`src/csma_regs.svh`:
```
// Register offsets, fields, resets and counts of the sync marker block
`ifndef CSMA_REGS_SVH
`define CSMA_REGS_SVH
`define CSMA_ADDR_CTRL 4'h0
`define CSMA_ADDR_STATUS 4'h4
`define CSMA_ADDR_LOSS 4'h8
`define CSMA_CTRL_RAND 0
`define CSMA_CTRL_STRIP 1
`define CSMA_CTRL_CSRCH 2
`define CSMA_CTRL_RESET 3'h1
`define CSMA_STAT_LOCK 0
`define CSMA_STAT_PHASE 1
`define CSMA_ASM_BITS 32
`define CSMA_CONV_BITS 52
`define CSMA_LFSR_SEED 8'hff
`endif

```
`src/csma_pkg.sv`:
```
// Types of the sync marker block
package csma_pkg;
    typedef struct packed
    {
        logic sof;
        logic data;
    } csma_bit_t;
    typedef struct packed
    {
        logic sof;
        logic mark;
        logic data;
    } csma_txo_t;
    typedef enum logic [3:0]
    {
        T_IDLE = 4'h1,
        T_STRIP = 4'h2,
        T_ASM = 4'h4,
        T_DATA = 4'h8
    } csma_tx_st_t;
    typedef enum logic [1:0]
    {
        R_SEARCH = 2'h1,
        R_LOCK = 2'h2
    } csma_rx_st_t;
endpackage

```
`src/csma_fifo.sv`:
```
// Small valid/ready FIFO
`timescale 1ns/1ps
`default_nettype none
module csma_fifo #(
    parameter int WIDTH = 2,
    parameter int DEPTH = 4
) (
    input wire logic clk,
    input wire logic rst_n,
    input wire logic in_valid,
    input wire logic [WIDTH-1:0] in_data,
    output logic in_ready,
    output logic out_valid,
    output logic [WIDTH-1:0] out_data,
    input wire logic out_ready
);
    localparam int AW = $clog2(DEPTH);
    logic [WIDTH-1:0] mem [DEPTH];
    logic [AW-1:0] wp, rp, next_wp, next_rp;
    logic [AW:0] cnt, next_cnt;
    logic next_full;
    logic push, pop;

    assign push = in_valid && in_ready;
    assign pop = out_valid && out_ready;
    assign out_valid = (cnt != '0);
    assign out_data = mem[rp];

    always_comb
    begin
        next_wp = push ? ((wp == AW'(DEPTH - 1)) ? '0 : wp + 1'b1) : wp;
        next_rp = pop ? ((rp == AW'(DEPTH - 1)) ? '0 : rp + 1'b1) : rp;
        next_cnt = cnt + (AW+1)'(push) - (AW+1)'(pop);
        next_full = (next_cnt == (AW+1)'(DEPTH));
    end

    always_ff @(posedge clk)
    begin
        if (!rst_n)
        begin
            wp <= '0;
            rp <= '0;
            cnt <= '0;
            in_ready <= 1'b1;
        end
        else
        begin
            wp <= next_wp;
            rp <= next_rp;
            cnt <= next_cnt;
            in_ready <= !next_full;
        end
    end

    always_ff @(posedge clk)
    begin
        if (push)
            mem[wp] <= in_data;
    end
endmodule
`default_nettype wire

```
`src/csma_scram.sv`:
```
// Pseudo-random sequence generator, period 255
`timescale 1ns/1ps
`default_nettype none
`include "csma_regs.svh"
module csma_scram (
    input wire logic clk,
    input wire logic rst_n,
    input wire logic init,
    input wire logic step,
    output logic seq
);
    logic [7:0] s, next_s;

    assign seq = s[0];

    // x^8+x^7+x^5+x^3+1, restarted to all ones
    always_comb
    begin
        next_s = s;
        if (init)
            next_s = `CSMA_LFSR_SEED;
        else if (step)
            next_s = {s[0] ^ s[3] ^ s[5] ^ s[7], s[7:1]};
    end

    always_ff @(posedge clk)
    begin
        if (!rst_n)
            s <= `CSMA_LFSR_SEED;
        else
            s <= next_s;
    end
endmodule
`default_nettype wire

```
`src/csma_top.sv`:
```
// Sync marker attach, node sync and codeblock sync
`timescale 1ns/1ps
`default_nettype none
`include "csma_regs.svh"
module csma_top #(
    parameter logic [31:0] ASM_MARK = 32'ha5a5_5a5a,
    parameter logic [51:0] CONV_MARK = 52'h5_a5a5_a5a5_a5a5,
    parameter int FRAME_BITS = 1024,
    parameter int BLOCK_BITS = 1024,
    parameter int FIFO_DEPTH = 4
) (
    input wire logic clk,
    input wire logic rst_n,
    input wire logic [3:0] reg_addr,
    input wire logic [31:0] reg_wdata,
    input wire logic reg_wr,
    input wire logic reg_rd,
    output logic [31:0] reg_rdata,
    input wire logic tx_in_valid,
    input wire csma_pkg::csma_bit_t tx_in,
    output logic tx_in_ready,
    output logic tx_out_valid,
    output csma_pkg::csma_txo_t tx_out,
    input wire logic tx_out_ready,
    input wire logic rx_sym_valid,
    input wire logic rx_sym,
    input wire logic vit_slip,
    output logic rx_pair_valid,
    output logic [1:0] rx_pair,
    output logic conv_sync,
    input wire logic dec_valid,
    input wire logic dec_bit,
    output logic blk_valid,
    output csma_pkg::csma_bit_t blk
);
    import csma_pkg::*;
    localparam int CW = $clog2(BLOCK_BITS + FRAME_BITS + `CSMA_ASM_BITS) + 1;
    localparam logic [CW-1:0] TX_LAST = CW'(FRAME_BITS - 1);
    localparam logic [CW-1:0] ASM_LAST = CW'(`CSMA_ASM_BITS - 1);
    localparam logic [CW-1:0] RX_BLK = CW'(BLOCK_BITS);
    localparam logic [CW-1:0] RX_END = CW'(BLOCK_BITS + `CSMA_ASM_BITS - 1);

    // ==========================================
    // Register port
    logic [2:0] ctrl, next_ctrl;
    logic [31:0] next_rdata;
    logic [15:0] loss, next_loss;
    logic phase, next_phase;
    csma_rx_st_t rx_st, next_rx_st;

    always_comb
    begin
        next_ctrl = ctrl;
        next_rdata = '0;
        if (reg_wr && reg_addr == `CSMA_ADDR_CTRL)
            next_ctrl = reg_wdata[2:0];
        if (reg_rd)
        begin
            case (reg_addr)
                `CSMA_ADDR_CTRL: next_rdata = {29'h0, ctrl};
                `CSMA_ADDR_STATUS: next_rdata = {30'h0, phase, rx_st == R_LOCK};
                `CSMA_ADDR_LOSS: next_rdata = {16'h0, loss};
                default: next_rdata = '0;
            endcase
        end
    end

    always_ff @(posedge clk)
    begin
        if (!rst_n)
        begin
            ctrl <= `CSMA_CTRL_RESET;
            reg_rdata <= '0;
        end
        else
        begin
            ctrl <= next_ctrl;
            reg_rdata <= next_rdata;
        end
    end

    // ==========================================
    // Send side
    logic f_valid, f_ready;
    csma_bit_t f_data;
    csma_tx_st_t tx_st, next_tx_st;
    logic [CW-1:0] tcnt, next_tcnt;
    logic next_tvalid, emit, tx_init, tx_step, tx_seq;
    csma_txo_t next_tout;

    csma_fifo #(.WIDTH(2), .DEPTH(FIFO_DEPTH)) u_fifo (
        .clk(clk),
        .rst_n(rst_n),
        .in_valid(tx_in_valid),
        .in_data(tx_in),
        .in_ready(tx_in_ready),
        .out_valid(f_valid),
        .out_data(f_data),
        .out_ready(f_ready)
    );

    csma_scram u_tx_scr (
        .clk(clk),
        .rst_n(rst_n),
        .init(tx_init),
        .step(tx_step),
        .seq(tx_seq)
    );

    always_comb
    begin
        emit = 1'b0;
        f_ready = 1'b0;
        tx_init = 1'b0;
        tx_step = 1'b0;
        next_tx_st = tx_st;
        next_tcnt = tcnt;
        next_tout = tx_out;
        next_tvalid = tx_out_valid && !tx_out_ready;
        case (tx_st)
            T_IDLE:
            begin
                if (f_valid && !f_data.sof)
                    f_ready = 1'b1;
                else if (f_valid)
                    next_tx_st = ctrl[`CSMA_CTRL_STRIP] ? T_STRIP : T_ASM;
                next_tcnt = '0;
            end
            T_STRIP:
            begin
                f_ready = 1'b1;
                if (f_valid)
                begin
                    next_tcnt = tcnt + 1'b1;
                    if (tcnt == ASM_LAST)
                    begin
                        next_tcnt = '0;
                        next_tx_st = T_ASM;
                    end
                end
            end
            T_ASM:
            begin
                if (!next_tvalid)
                begin
                    emit = 1'b1;
                    next_tvalid = 1'b1;
                    // Marker bits are flagged so the encoder passes them by
                    next_tout = '{sof: tcnt == '0, mark: 1'b1,
                        data: ASM_MARK[ASM_LAST[4:0] - tcnt[4:0]]};
                    next_tcnt = tcnt + 1'b1;
                    if (tcnt == ASM_LAST)
                    begin
                        tx_init = 1'b1;
                        next_tcnt = '0;
                        next_tx_st = T_DATA;
                    end
                end
            end
            T_DATA:
            begin
                if (!next_tvalid && f_valid)
                begin
                    emit = 1'b1;
                    f_ready = 1'b1;
                    tx_step = 1'b1;
                    next_tvalid = 1'b1;
                    next_tout = '{sof: 1'b0, mark: 1'b0,
                        data: f_data.data ^ (ctrl[`CSMA_CTRL_RAND] & tx_seq)};
                    next_tcnt = tcnt + 1'b1;
                    if (tcnt == TX_LAST)
                        next_tx_st = T_IDLE;
                end
            end
            default: next_tx_st = T_IDLE;
        endcase
    end

    always_ff @(posedge clk)
    begin
        if (!rst_n)
        begin
            tx_st <= T_IDLE;
            tcnt <= '0;
            tx_out_valid <= 1'b0;
            tx_out <= '0;
        end
        else
        begin
            tx_st <= next_tx_st;
            tcnt <= next_tcnt;
            tx_out_valid <= next_tvalid;
            tx_out <= next_tout;
        end
    end

    // ==========================================
    // Node sync on the symbol stream
    logic sym_idx, next_sym_idx, hold, next_hold;
    logic [51:0] hist, next_hist;
    logic next_pvalid, next_csync, conv_hit;
    logic [1:0] next_pair;

    always_comb
    begin
        next_hist = rx_sym_valid ? {hist[50:0], rx_sym} : hist;
        conv_hit = rx_sym_valid && ctrl[`CSMA_CTRL_CSRCH] && next_hist == CONV_MARK;
        next_sym_idx = rx_sym_valid ? !sym_idx : sym_idx;
        next_hold = hold;
        next_pvalid = 1'b0;
        next_pair = rx_pair;
        next_phase = phase;
        if (rx_sym_valid && sym_idx == phase)
            next_hold = rx_sym;
        else if (rx_sym_valid)
        begin
            next_pvalid = 1'b1;
            next_pair = {hold, rx_sym};
        end
        if (conv_hit)
            next_phase = !sym_idx;
        else if (vit_slip)
            next_phase = !phase;
        next_csync = conv_hit;
    end

    always_ff @(posedge clk)
    begin
        if (!rst_n)
        begin
            sym_idx <= 1'b0;
            hold <= 1'b0;
            hist <= '0;
            phase <= 1'b0;
            rx_pair_valid <= 1'b0;
            rx_pair <= '0;
            conv_sync <= 1'b0;
        end
        else
        begin
            sym_idx <= next_sym_idx;
            hold <= next_hold;
            hist <= next_hist;
            phase <= next_phase;
            rx_pair_valid <= next_pvalid;
            rx_pair <= next_pair;
            conv_sync <= next_csync;
        end
    end

    // ==========================================
    // Codeblock sync on the decoded bit stream
    logic [31:0] sh, next_sh;
    logic [CW-1:0] rcnt, next_rcnt;
    logic rx_init, rx_step, rx_seq, asm_hit, next_bvalid;
    csma_bit_t next_blk;

    csma_scram u_rx_scr (
        .clk(clk),
        .rst_n(rst_n),
        .init(rx_init),
        .step(rx_step),
        .seq(rx_seq)
    );

    always_comb
    begin
        next_sh = dec_valid ? {sh[30:0], dec_bit} : sh;
        asm_hit = dec_valid && next_sh == ASM_MARK;
        next_rx_st = rx_st;
        next_rcnt = rcnt;
        next_loss = loss;
        next_bvalid = 1'b0;
        next_blk = blk;
        rx_init = 1'b0;
        rx_step = 1'b0;
        case (rx_st)
            R_SEARCH:
            begin
                if (asm_hit)
                begin
                    rx_init = 1'b1;
                    next_rcnt = '0;
                    next_rx_st = R_LOCK;
                end
            end
            R_LOCK:
            begin
                if (dec_valid)
                begin
                    next_rcnt = rcnt + 1'b1;
                    if (rcnt < RX_BLK)
                    begin
                        rx_step = 1'b1;
                        next_bvalid = 1'b1;
                        next_blk = '{sof: rcnt == '0,
                            data: dec_bit ^ (ctrl[`CSMA_CTRL_RAND] & rx_seq)};
                    end
                    if (rcnt == RX_END && asm_hit)
                    begin
                        rx_init = 1'b1;
                        next_rcnt = '0;
                    end
                    else if (rcnt == RX_END)
                    begin
                        next_loss = loss + 1'b1;
                        next_rx_st = R_SEARCH;
                    end
                end
            end
            default: next_rx_st = R_SEARCH;
        endcase
    end

    always_ff @(posedge clk)
    begin
        if (!rst_n)
        begin
            sh <= '0;
            rcnt <= '0;
            loss <= '0;
            rx_st <= R_SEARCH;
            blk_valid <= 1'b0;
            blk <= '0;
        end
        else
        begin
            sh <= next_sh;
            rcnt <= next_rcnt;
            loss <= next_loss;
            rx_st <= next_rx_st;
            blk_valid <= next_bvalid;
            blk <= next_blk;
        end
    end
endmodule
`default_nettype wire

```
`config.mk`:
```
export PLATFORM = sky130hd
export DESIGN_NAME = csma_top
export DESIGN_NICKNAME = d
export VERILOG_FILES = /design/src/csma_pkg.sv /design/src/csma_fifo.sv /design/src/csma_scram.sv /design/src/csma_top.sv
export VERILOG_INCLUDE_DIRS = /design/src
export SDC_FILE = /design/constraint.sdc
export NUM_CORES = 1
export LEC_CHECK = 0
export ABC_AREA = 1
export BUFFER_PORTS_ARGS = -buffer_cell sky130_fd_sc_hd__buf_4
export CAP_MARGIN = 20
export CORE_MARGIN = 1
export CORE_UTILIZATION = 45
export DETAILED_ROUTE_END_ITERATION = 7
export HOLD_SLACK_MARGIN = 0.08
export SETUP_SLACK_MARGIN = 0.1
export SYNTH_ARGS = -nofsm -noshare
export SYNTH_HDL_FRONTEND = slang
export SYNTH_SLANG_ARGS = --single-unit
```
`constraint.sdc`:
```
create_clock -name clk -period 7.7 [get_ports clk]
set_input_delay 1.54 -clock clk [delete_from_list [all_inputs] [get_ports clk]]
set_output_delay 1.54 -clock clk [all_outputs]
set_load 0.05 [all_outputs]
```
After elaboration in Yosys (flattened, before gate mapping)
Memory sizes are Yosys's and may differ from the RTL's. A register that Yosys moved wholly into a read port is not among the register bits.
Index checks and enable logic that the tools add are counted.
{ "op_classes": {"add_sub_neg": 8, "magnitude_cmp": 2, "n_eq_ne": 29, "mux": 56, "bitwise": 13, "reduce_logical": 37} }
{ "op_table": {"columns": ["op", "count"], "rows": [
  ["$mux 13", 7],
  ["$eq 52x51->1 const B", 1],
  ["$mux 52", 1],
  ["$pmux 13 s4", 1],
  ["$pmux 16 s3", 1],
  ["$eq 32x32->1 const B", 1],
  ["$mux 32", 1],
  ["$mux 4", 8],
  ["$add 13x1->13 const B", 2],
  ["$logic_not 13->1", 2],
  ["$pmux 13 s2", 1],
  ["$ne 2x2->1 const B", 11],
  ["$mux 1", 19],
  ["$add 16x1->16 const B", 1],
  ["$mux 2", 8],
  ["$pmux 4 s4", 1],
  ["$eq 13x10->1 const B", 1],
  ["$eq 13x11->1 const B", 1],
  ["$eq 13x5->1 const B", 1],
  ["$lt 13x11->1 const B", 1],
  ["$reduce_and 4->1", 3],
  ["$logic_and 1x1->1", 11],
  ["$mux 3", 3],
  ["$reduce_and 3->1", 3],
  ["29 further kinds", 55]
]} }
{ "word_totals": {"regBits": 205, "ram_bits": 8, "mem_bits_ro": 32, "input_bits": 49, "out_inout_bits": 44, "word_cells": 175, "n_memories": 2} }
{ "mem_list": {"columns": ["name", "words", "width", "rd", "rd_clocked_by_memory_dff", "write_ports", "line_no", "rtl"], "rows": [
  ["(name not given)", 32, 1, 1, 0, 0, "csma_top.sv:150", "data: ASM_MARK[ASM_LAST[4:0] - tcnt[4:0]]};"],
  ["u_fifo.mem", 4, 2, 1, 1, 1, "csma_fifo.sv:18", "logic [WIDTH-1:0] mem [DEPTH];"]
]} }

Depth between registers and ports, before layout
Gate-level depths: netlist of the first run.
{ "logic_depth": {"word_depth": 10, "ltp_mapped": 16} }

By module
A second synthesis of the first run with hierarchy kept.
{ "unflattened": {"hier_cells": 1313, "area_unflattened_um2": 9283.9} }
{ "modules_own_cells": {"columns": ["mod", "n_inst", "cells_each", "area_each_um2", "seq_area_each_um2"], "rows": [
  ["csma_top", 1, 1145, 7798.7, 3303.2],
  ["csma_fifo", 1, 88, 817.0, 440.4],
  ["csma_scram", 2, 40, 334.1, 160.2]
]} }

Worst setup path before layout of the first run
No wires, ideal clock.
{ "synth_timing": {"kind": "in2reg", "start": "input tx_out_ready", "end": "register u_fifo.in_ready", "setup_time_ns": 0.119, "t_arrival_ns": 3.547, "required_time_ns": 7.581, "setup_slack_ns": 4.034, "cell_stages": 15, "path_buffers": 0, "cell_sequence": "nor2_1 > inv_1 > nand2_1 > nor2_1 > clkinv_1 > nand3_1 > nand2_1 > inv_1 > ha_1 > inv_1 > ha_1 > fa_1 > or2_2 > a21oi_1 > nand2_1"} }
{ "synth_via": {"elab_chain_cells": 10} }
{ "synth_rtl": {"columns": ["item", "line_no", "rtl"], "rows": [
  ["start: declaration", "csma_top.sv:24", "input wire logic tx_out_ready,"],
  ["$logic_not 1->1", "csma_top.sv:119", "next_tvalid = tx_out_valid && !tx_out_ready;"],
  ["$logic_and 1x1->1", "csma_top.sv:119", null],
  ["$logic_not 1->1", "csma_top.sv:162", "if (!next_tvalid && f_valid)"],
  ["$logic_and 1x1->1", "csma_top.sv:162", null],
  ["$mux 1", "csma_top.sv:162", null],
  ["$pmux 1 s3", "csma_top.sv:120", "case (tx_st)"],
  ["$logic_and 1x1->1", "csma_fifo.sv:25", "assign pop = out_valid && out_ready;"],
  ["named net u_fifo.pop", "csma_fifo.sv:22", "logic push, pop;"],
  ["$sub 3x1->3", "csma_fifo.sv:33", "next_cnt = cnt + (AW+1)'(push) - (AW+1)'(pop);"],
  ["$eq 3x3->1", "csma_fifo.sv:34", "next_full = (next_cnt == (AW+1)'(DEPTH));"],
  ["$logic_not 1->1", "csma_fifo.sv:51", "in_ready <= !next_full;"],
  ["end signal: assignment", "csma_fifo.sv:51", null],
  ["end: declaration", "csma_fifo.sv:12", "output logic in_ready,"]
]} }
The timed path passes the listed nets, and every way through them passes these cells.
A chain may end at the register's enable or synchronous reset.

Worst setup path in the final report of the first run
Ends and elaborated chain as after synthesis.

==> impl_metrics.tcl, run 1 <==
set metrics [dict create \
    synth_top_area_share_pct 41.2 \
    cts_root_buf "clkbuf_16" \
    drtAntennaViolNets 0 \
    yosys_warnings 0 \
    cts_setup_buffers 0 \
    io_pins 93 \
    ys_seq_elements 199 \
    synth_common_cells "nand2_1 (310), nor2_1 (213), dfxtp_1 (191)" \
    setup_viol 0 \
    hold_depth 2 \
    grt_usage_pct 18.4 \
    rows 52 \
    vias 7827 \
    route.detailed.drc 0 \
    r2r_slack_ps 3920 \
    ir_worst_vdd_v 0.000153 \
    wl_per_cell_microns 11.4 \
    gp_congestion 0.829 \
    synth.area.top_cells "dfxtp_1 (41%), nand2_1 (13%), nor2_1 (8.6%)" \
    critPathKind "primary input to flop" \
    ys_async_sr_fraction_pct 0 \
    total_power_w 0.00258 \
    tns_ps 0 \
    die-width_microns 146 \
    clk_path_buf_depth 2 \
    synth_cell_types 39 \
    layout-drive-gt1-share_pct 7.03 \
    p_leak_nw 4.34 \
    maxSlewHeadroom_pct 40.3 \
    hold_path.class "flop to flop" \
    core_region_area_sq_mm 0.0202 \
    dieArea_sq_mm 0.0212 \
    cts_made_buffers 17 \
    cts-htree-levels 4 \
    critPathRequiredTime_ps 8010 \
    ys_seq_area_share_pct 43.8 \
    num-nets-final 1416 \
    fmax_ghz 0.238 \
    areaGrowthSynthToFinish_pct 10.7 \
    outcome "completed" \
    io_buffers 47 \
    cp-start-kind "primary input" \
    drv_slew 0 \
    finalHoldViolCount 0 \
    yosys_most_used_dff "dfxtp_1" \
    drt_iter0_drc 442 \
    diodes 0 \
    fin_crit_sh_pct 54.5 \
    numClockSinks 199 \
    reg2reg_to "u_fifo.in_ready" \
    reg2regPathDepth 14 \
    drt_wl_total_microns 18600 \
    crit_start "tx_out_ready" \
    path_cells "buf_4 > nor2_1 > inv_1 > nand2_1 > nor2_1 > clkinv_1 > nand3_1 > nand2_1 > inv_1 > ha_1 > inv_1 > ha_1 > fa_1 > or2_2 > a21oi_1 > nand2_1" \
    synth_edf_count 8 \
    ctsResizeCount 0 \
    synthCells 1330 \
    insertion_delay_ps 430 \
    crit_path_max_fanout 11 \
    synth_most_common_cell "nand2_1" \
    rsz0062_at_grt "no" \
    crit_arrival_ps 4510 \
    max-cap-violations 0 \
    skew_ps 9.89 \
    cts_hold_buf 0 \
    reg2reg_from "tx_st[0]" \
    grt_pass1_wl_microns 32400 \
    die_h_microns 146 \
    slowest_delay_ps 520 \
    gr-total-overflow 0 \
    start_util_pct 45.8 \
    yosysTopAreaCell "dfxtp_1" \
    syn-cell-area_sq_mm 0.00927 \
    holdPathEnd "reg_rdata[12]" \
    grt_max_degree 105 \
    vias_per_cell 4.79 \
    powerDensity_mw_per_mm2 252 \
    grt_pass1_vias 7099 \
    cp-end-kind "flop" \
    antenna_found_initial 0 \
    dp_hpwl_microns 12900 \
    drt_pass1_iterations 5 \
    fin_crit_ps 4200 \
    cts_tree "done" \
    worstHoldStart "loss[12]" \
    tightest_slew_ps 895 \
    slowest_stage "nor2_1" \
    clk_pin_slew_worst_paths_ps 70 \
    avgSynthCellArea_sq_um 6.97 \
]
## state kept, by name, indices dropped and copies added (netlist names), 3 cells and up, named ones only
name / flops
hist: 52
sh: 32
loss: 16
reg_rdata: 16
rcnt: 13
tcnt: 13
u_fifo.mem: 8
u_rx_scr.s: 8
u_tx_scr.s: 8
tx_st: 4
ctrl: 3
tx_out: 3
u_fifo.cnt: 3
## where the power goes
part | switching, W | internal (W) | leakage, nW
clock network | 0.000415 | 0.000488 | 0.275
registers | 0.0000441 | 0.00111 | 1.63
logic | 0.000372 | 0.000154 | 2.43
## worst max-delay path: cells and delay by family
family	cells	cell delay (ps)
AO/OA/AOI/OAI	1	180
adder cells (fa/ha/maj)	3	710
buffers and inverters	5	780
AND/OR/NAND/NOR	7	1290
## layout make-up
cell class	instances	area, sq um
repair buffers	49	368
clock inverters	14	163
inverters	183	688
clock buffers	18	429
fillers	2101	9970
multi-input cells	902	4210
well taps	270	338
flip-flops and latches	199	4060
## cells by family (layout without fill, tap and decap cells)
family / count (synthesis) / in the layout / share of synthesized area (%)
AOI/OAI and AO/OA: 168 / 168 / 9.73
xor gates and xnor gates: 26 / 26 / 2.46
adders and majority gates: 15 / 15 / 2.11
buffers and inverters: 244 / 264 / 11.3
DFF: 199 / 199 / 43.8
muxes: 5 / 5 / 0.540
other: 1 / 16 / 0.0404
and+or+nand+nor: 672 / 672 / 30.0
## per-stage QoR
step | area (sq um) | utilization (%) | hold WS [ps] | cells | setup slack (ps)
finish | 10300 | 50.7 | 462 | 1635 | 3500
global route | 10300 | 50.7 | 485 | 1635 | 3200
CTS | 10300 | 50.7 | 467 | 1635 | 3500
detailed placement | 9670 | 47.8 | 455 | 1603 | 3070
global placement | 9670 | 47.8 | 452 | 1603 | 3140
floorplan | 9330 | - | 437 | 1345 | 4030
## worst max path at each step
stage	endpoint	slack (ps)	cells after the start
detailed placement	u_fifo.in_ready	3070	16
global route	u_fifo.in_ready	3200	16
global placement	u_fifo.in_ready	3140	16
finish	u_fifo.in_ready	3500	16
floorplan	u_fifo.in_ready	4030	15
CTS	u_fifo.in_ready	3500	16
## cell usage in the layout, fill, tap and decap left out, types with 14 or more instances in the layout
cell type  instances
nor3_1            34
conb_1            16
ha_1              14
nand3_1           70
buf_4             49
nand2_1          310
nor2_1           213
o21ai_0           58
inv_1            177
a21oi_1           72
dfxtp_1          191
xor2_1            20
o21ai_1           14
nand4_1           17
clkbuf_16         17
## metal layers
layer  part of all wire, %  routed length, microns  track usage (%)
met1                    49                    9190             24.0
met2                    46                    8650             31.1
met3                   3.1                     583             3.73
met4                   1.1                     209             4.32
met5                     0                       0                0
Power figures use the tool's default switching activity.
==> inputs of run 2 (changes only) <==
- ABC_AREA: 1 -> 0
- clock period: 7.7 -> 4.02 ns (I/O delays scaled with it)
==> run 2 against run 1 <==
Effect of this change: clock power up 85%; sequential power is 84% higher; via count is 18% lower; final cell count is 23% lower; critical path depth fell by 9; utilization increased by 0.58 points; largest cell class unchanged.
==> impl_metrics.tcl, run 2 <==
set metrics [dict create \
    cts_root_buf "clkbuf_16" \
    internal_power_w 0.00315 \
    synthAdderAreaFrac_pct 2.19 \
    ir_worst_vdd_v 0.000307 \
    grt_usage_pct 17.8 \
    maxSlewHeadroom_pct 36.6 \
    critPathKind "primary input to flop" \
    cts_setup_buffers 0 \
    antenna_found_initial 0 \
    clk_path_buf_depth 2 \
    core_region_area_sq_mm 0.0195 \
    layout-drive-gt1-share_pct 11.3 \
    syn-cell-area_sq_mm 0.00893 \
    ys_seq_elements 199 \
    skew_ps 12.0 \
    p_leak_nw 3.96 \
    vias 6457 \
    final_cell_area_sq_mm 0.00998 \
    place_ws_ps 531 \
    grt_pass1_wl_microns 28800 \
    seq_power_share_pct 47.7 \
    setup_viol 0 \
    post_dp_cell_area_sq_mm 0.00941 \
    synth_top_family_by_area "simple AND/OR/NAND/NOR gates" \
    hold_path.class "flop to flop" \
    synth.area.top_cells "dfxtp_1 (43%), mux2i_1 (11%), nor2_1 (6.2%)" \
    synthCells 955 \
    synth_cell_types 74 \
    vias_per_cell 5.13 \
    gp_congestion 0.814 \
    drt_wl_total_microns 17400 \
    postLayoutCoreUtil_pct 51.3 \
    setup_slack_ps 985 \
    netSwitchingFraction_pct 29.2 \
    yosys.area_share.simple_pct 24.0 \
    wl_per_cell_microns 13.8 \
    yosys_most_used_dff "dfxtp_1" \
    dieArea_sq_mm 0.0204 \
    cts_tree "done" \
    powerDensity_mw_per_mm2 446 \
    outcome "completed" \
    fin_crit_sh_pct 75.5 \
    cts_hold_buf 0 \
    dp_hpwl_microns 11700 \
    route.detailed.drc 0 \
    synth_top_area_share_pct 42.8 \
    fmax_ghz 0.330 \
    critPathRequiredTime_ps 4390 \
    final_cell_mix "dfxtp_1 (191), nor2_1 (147), mux2i_1 (100)" \
    grt_max_degree 93 \
    crit_path_max_fanout 43 \
    die_h_microns 143 \
    diodes 0 \
    rsz0062_at_grt "no" \
    numClockSinks 199 \
    synth_common_cells "dfxtp_1 (191), nor2_1 (147), mux2i_1 (100)" \
    grt_pass1_vias 5810 \
    max-cap-violations 0 \
    cts-htree-levels 4 \
    rows 51 \
    nFillCells 1848 \
    insertion_delay_ps 440 \
    ys_async_sr_fraction_pct 0 \
    drt_pass1_iterations 6 \
    tns_ps 0 \
    areaGrowthSynthToFinish_pct 11.8 \
    comb_power_share_pct 14.8 \
    finalHoldViolCount 0 \
    io_pins 93 \
    p_clk_share_pct 37.5 \
    cp-end-kind "flop" \
    fin_crit_ps 3030 \
    cts_made_buffers 17 \
    num-nets-final 1045 \
    crit_arrival_ps 3400 \
    tightest_slew_ps 952 \
    drtAntennaViolNets 0 \
    ys_seq_area_share_pct 45.5 \
    synth_mux_area_share_pct 12.0 \
    reg_top3 "hist x52, sh x32" \
    regMostFlops "hist" \
    io_buffers 47 \
    die-width_microns 143 \
    ctsResizeCount 0 \
    largest_reg_flops 52 \
    drv_slew 0 \
    gr-total-overflow 0 \
    switchingPower_w 0.00130 \
    synth_most_common_cell "dfxtp_1" \
    whs_ps 468 \
    final_common_cell "dfxtp_1" \
    start_util_pct 45.9 \
    synth_edf_count 8 \
    yosys_warnings 0 \
    clk_pin_slew_worst_paths_ps 70 \
    drt_iter0_drc 324 \
    yosysTopAreaCell "dfxtp_1" \
    synth_xor_area_share_pct 2.84 \
    synth-compound-area-share_pct 8.81 \
    avgSynthCellArea_sq_um 9.35 \
    cp-start-kind "primary input" \
]
-- run 2: per-layer routing --
layer  up-vias  global-route usage, %  wire length (microns)
li1       3394                      -                      -
met1      2963                   25.4                   9150
met2        82                   26.8                   7570
met3        18                   3.45                    477
met4         0                   5.89                    197
met5         -                      0                      0
-- run 2: cells by family after synthesis --
group | Yosys count
buffers and inverters | 86
AOI/OAI and AO/OA | 114
other | 1
DFF | 199
xor gates and xnor gates | 29
muxes | 104
and+or+nand+nor | 407
adders and majority gates | 15
-- run 2: through the flow --
stage               instances  power [W]
finish                   1259    0.00445
global route             1259    0.00467
CTS                      1259    0.00450
detailed placement       1227    0.00283
global placement         1227    0.00283
floorplan                 970    0.00269
-- run 2: worst paths after layout --
check             startpoint         endpoint  slack [ps]  cells after the start
setup / recovery   dec_valid         loss[10]         990                      7
hold / removal      loss[15]         loss[15]         470                      2
setup reg to reg    tx_st[0]  u_fifo.in_ready        1030                     10
hold reg to reg     loss[15]         loss[15]         470                      2
-- run 2: worst max-delay path, stage by stage --
cell	delay (ps)
buf_4	440
nand2b_1	200
nor4b_1	70
o2111ai_2	600
o2111ai_2	510
or4_1	620
a21oi_1	140
-- run 2: cell type report --
class,instances,area [sq um],share of cell area (%)
well taps,265,332,3.32
inverters,23,88.8,0.890
clock inverters,13,136,1.37
clock buffers,19,443,4.44
multi-input cells,685,4510,45.2
flip-flops and latches,199,4060,40.7
repair buffers,55,413,4.14
-- run 2: power groups by stage --
stage,logic (W),clock network [W],registers (W)
final,0.000660,0.00167,0.00212
after global routing,0.000738,0.00180,0.00213
after global placement,0.000660,0,0.00217
after detailed placement,0.000661,0,0.00217
after floorplan,0.000504,0,0.00219
after CTS,0.000664,0.00171,0.00212
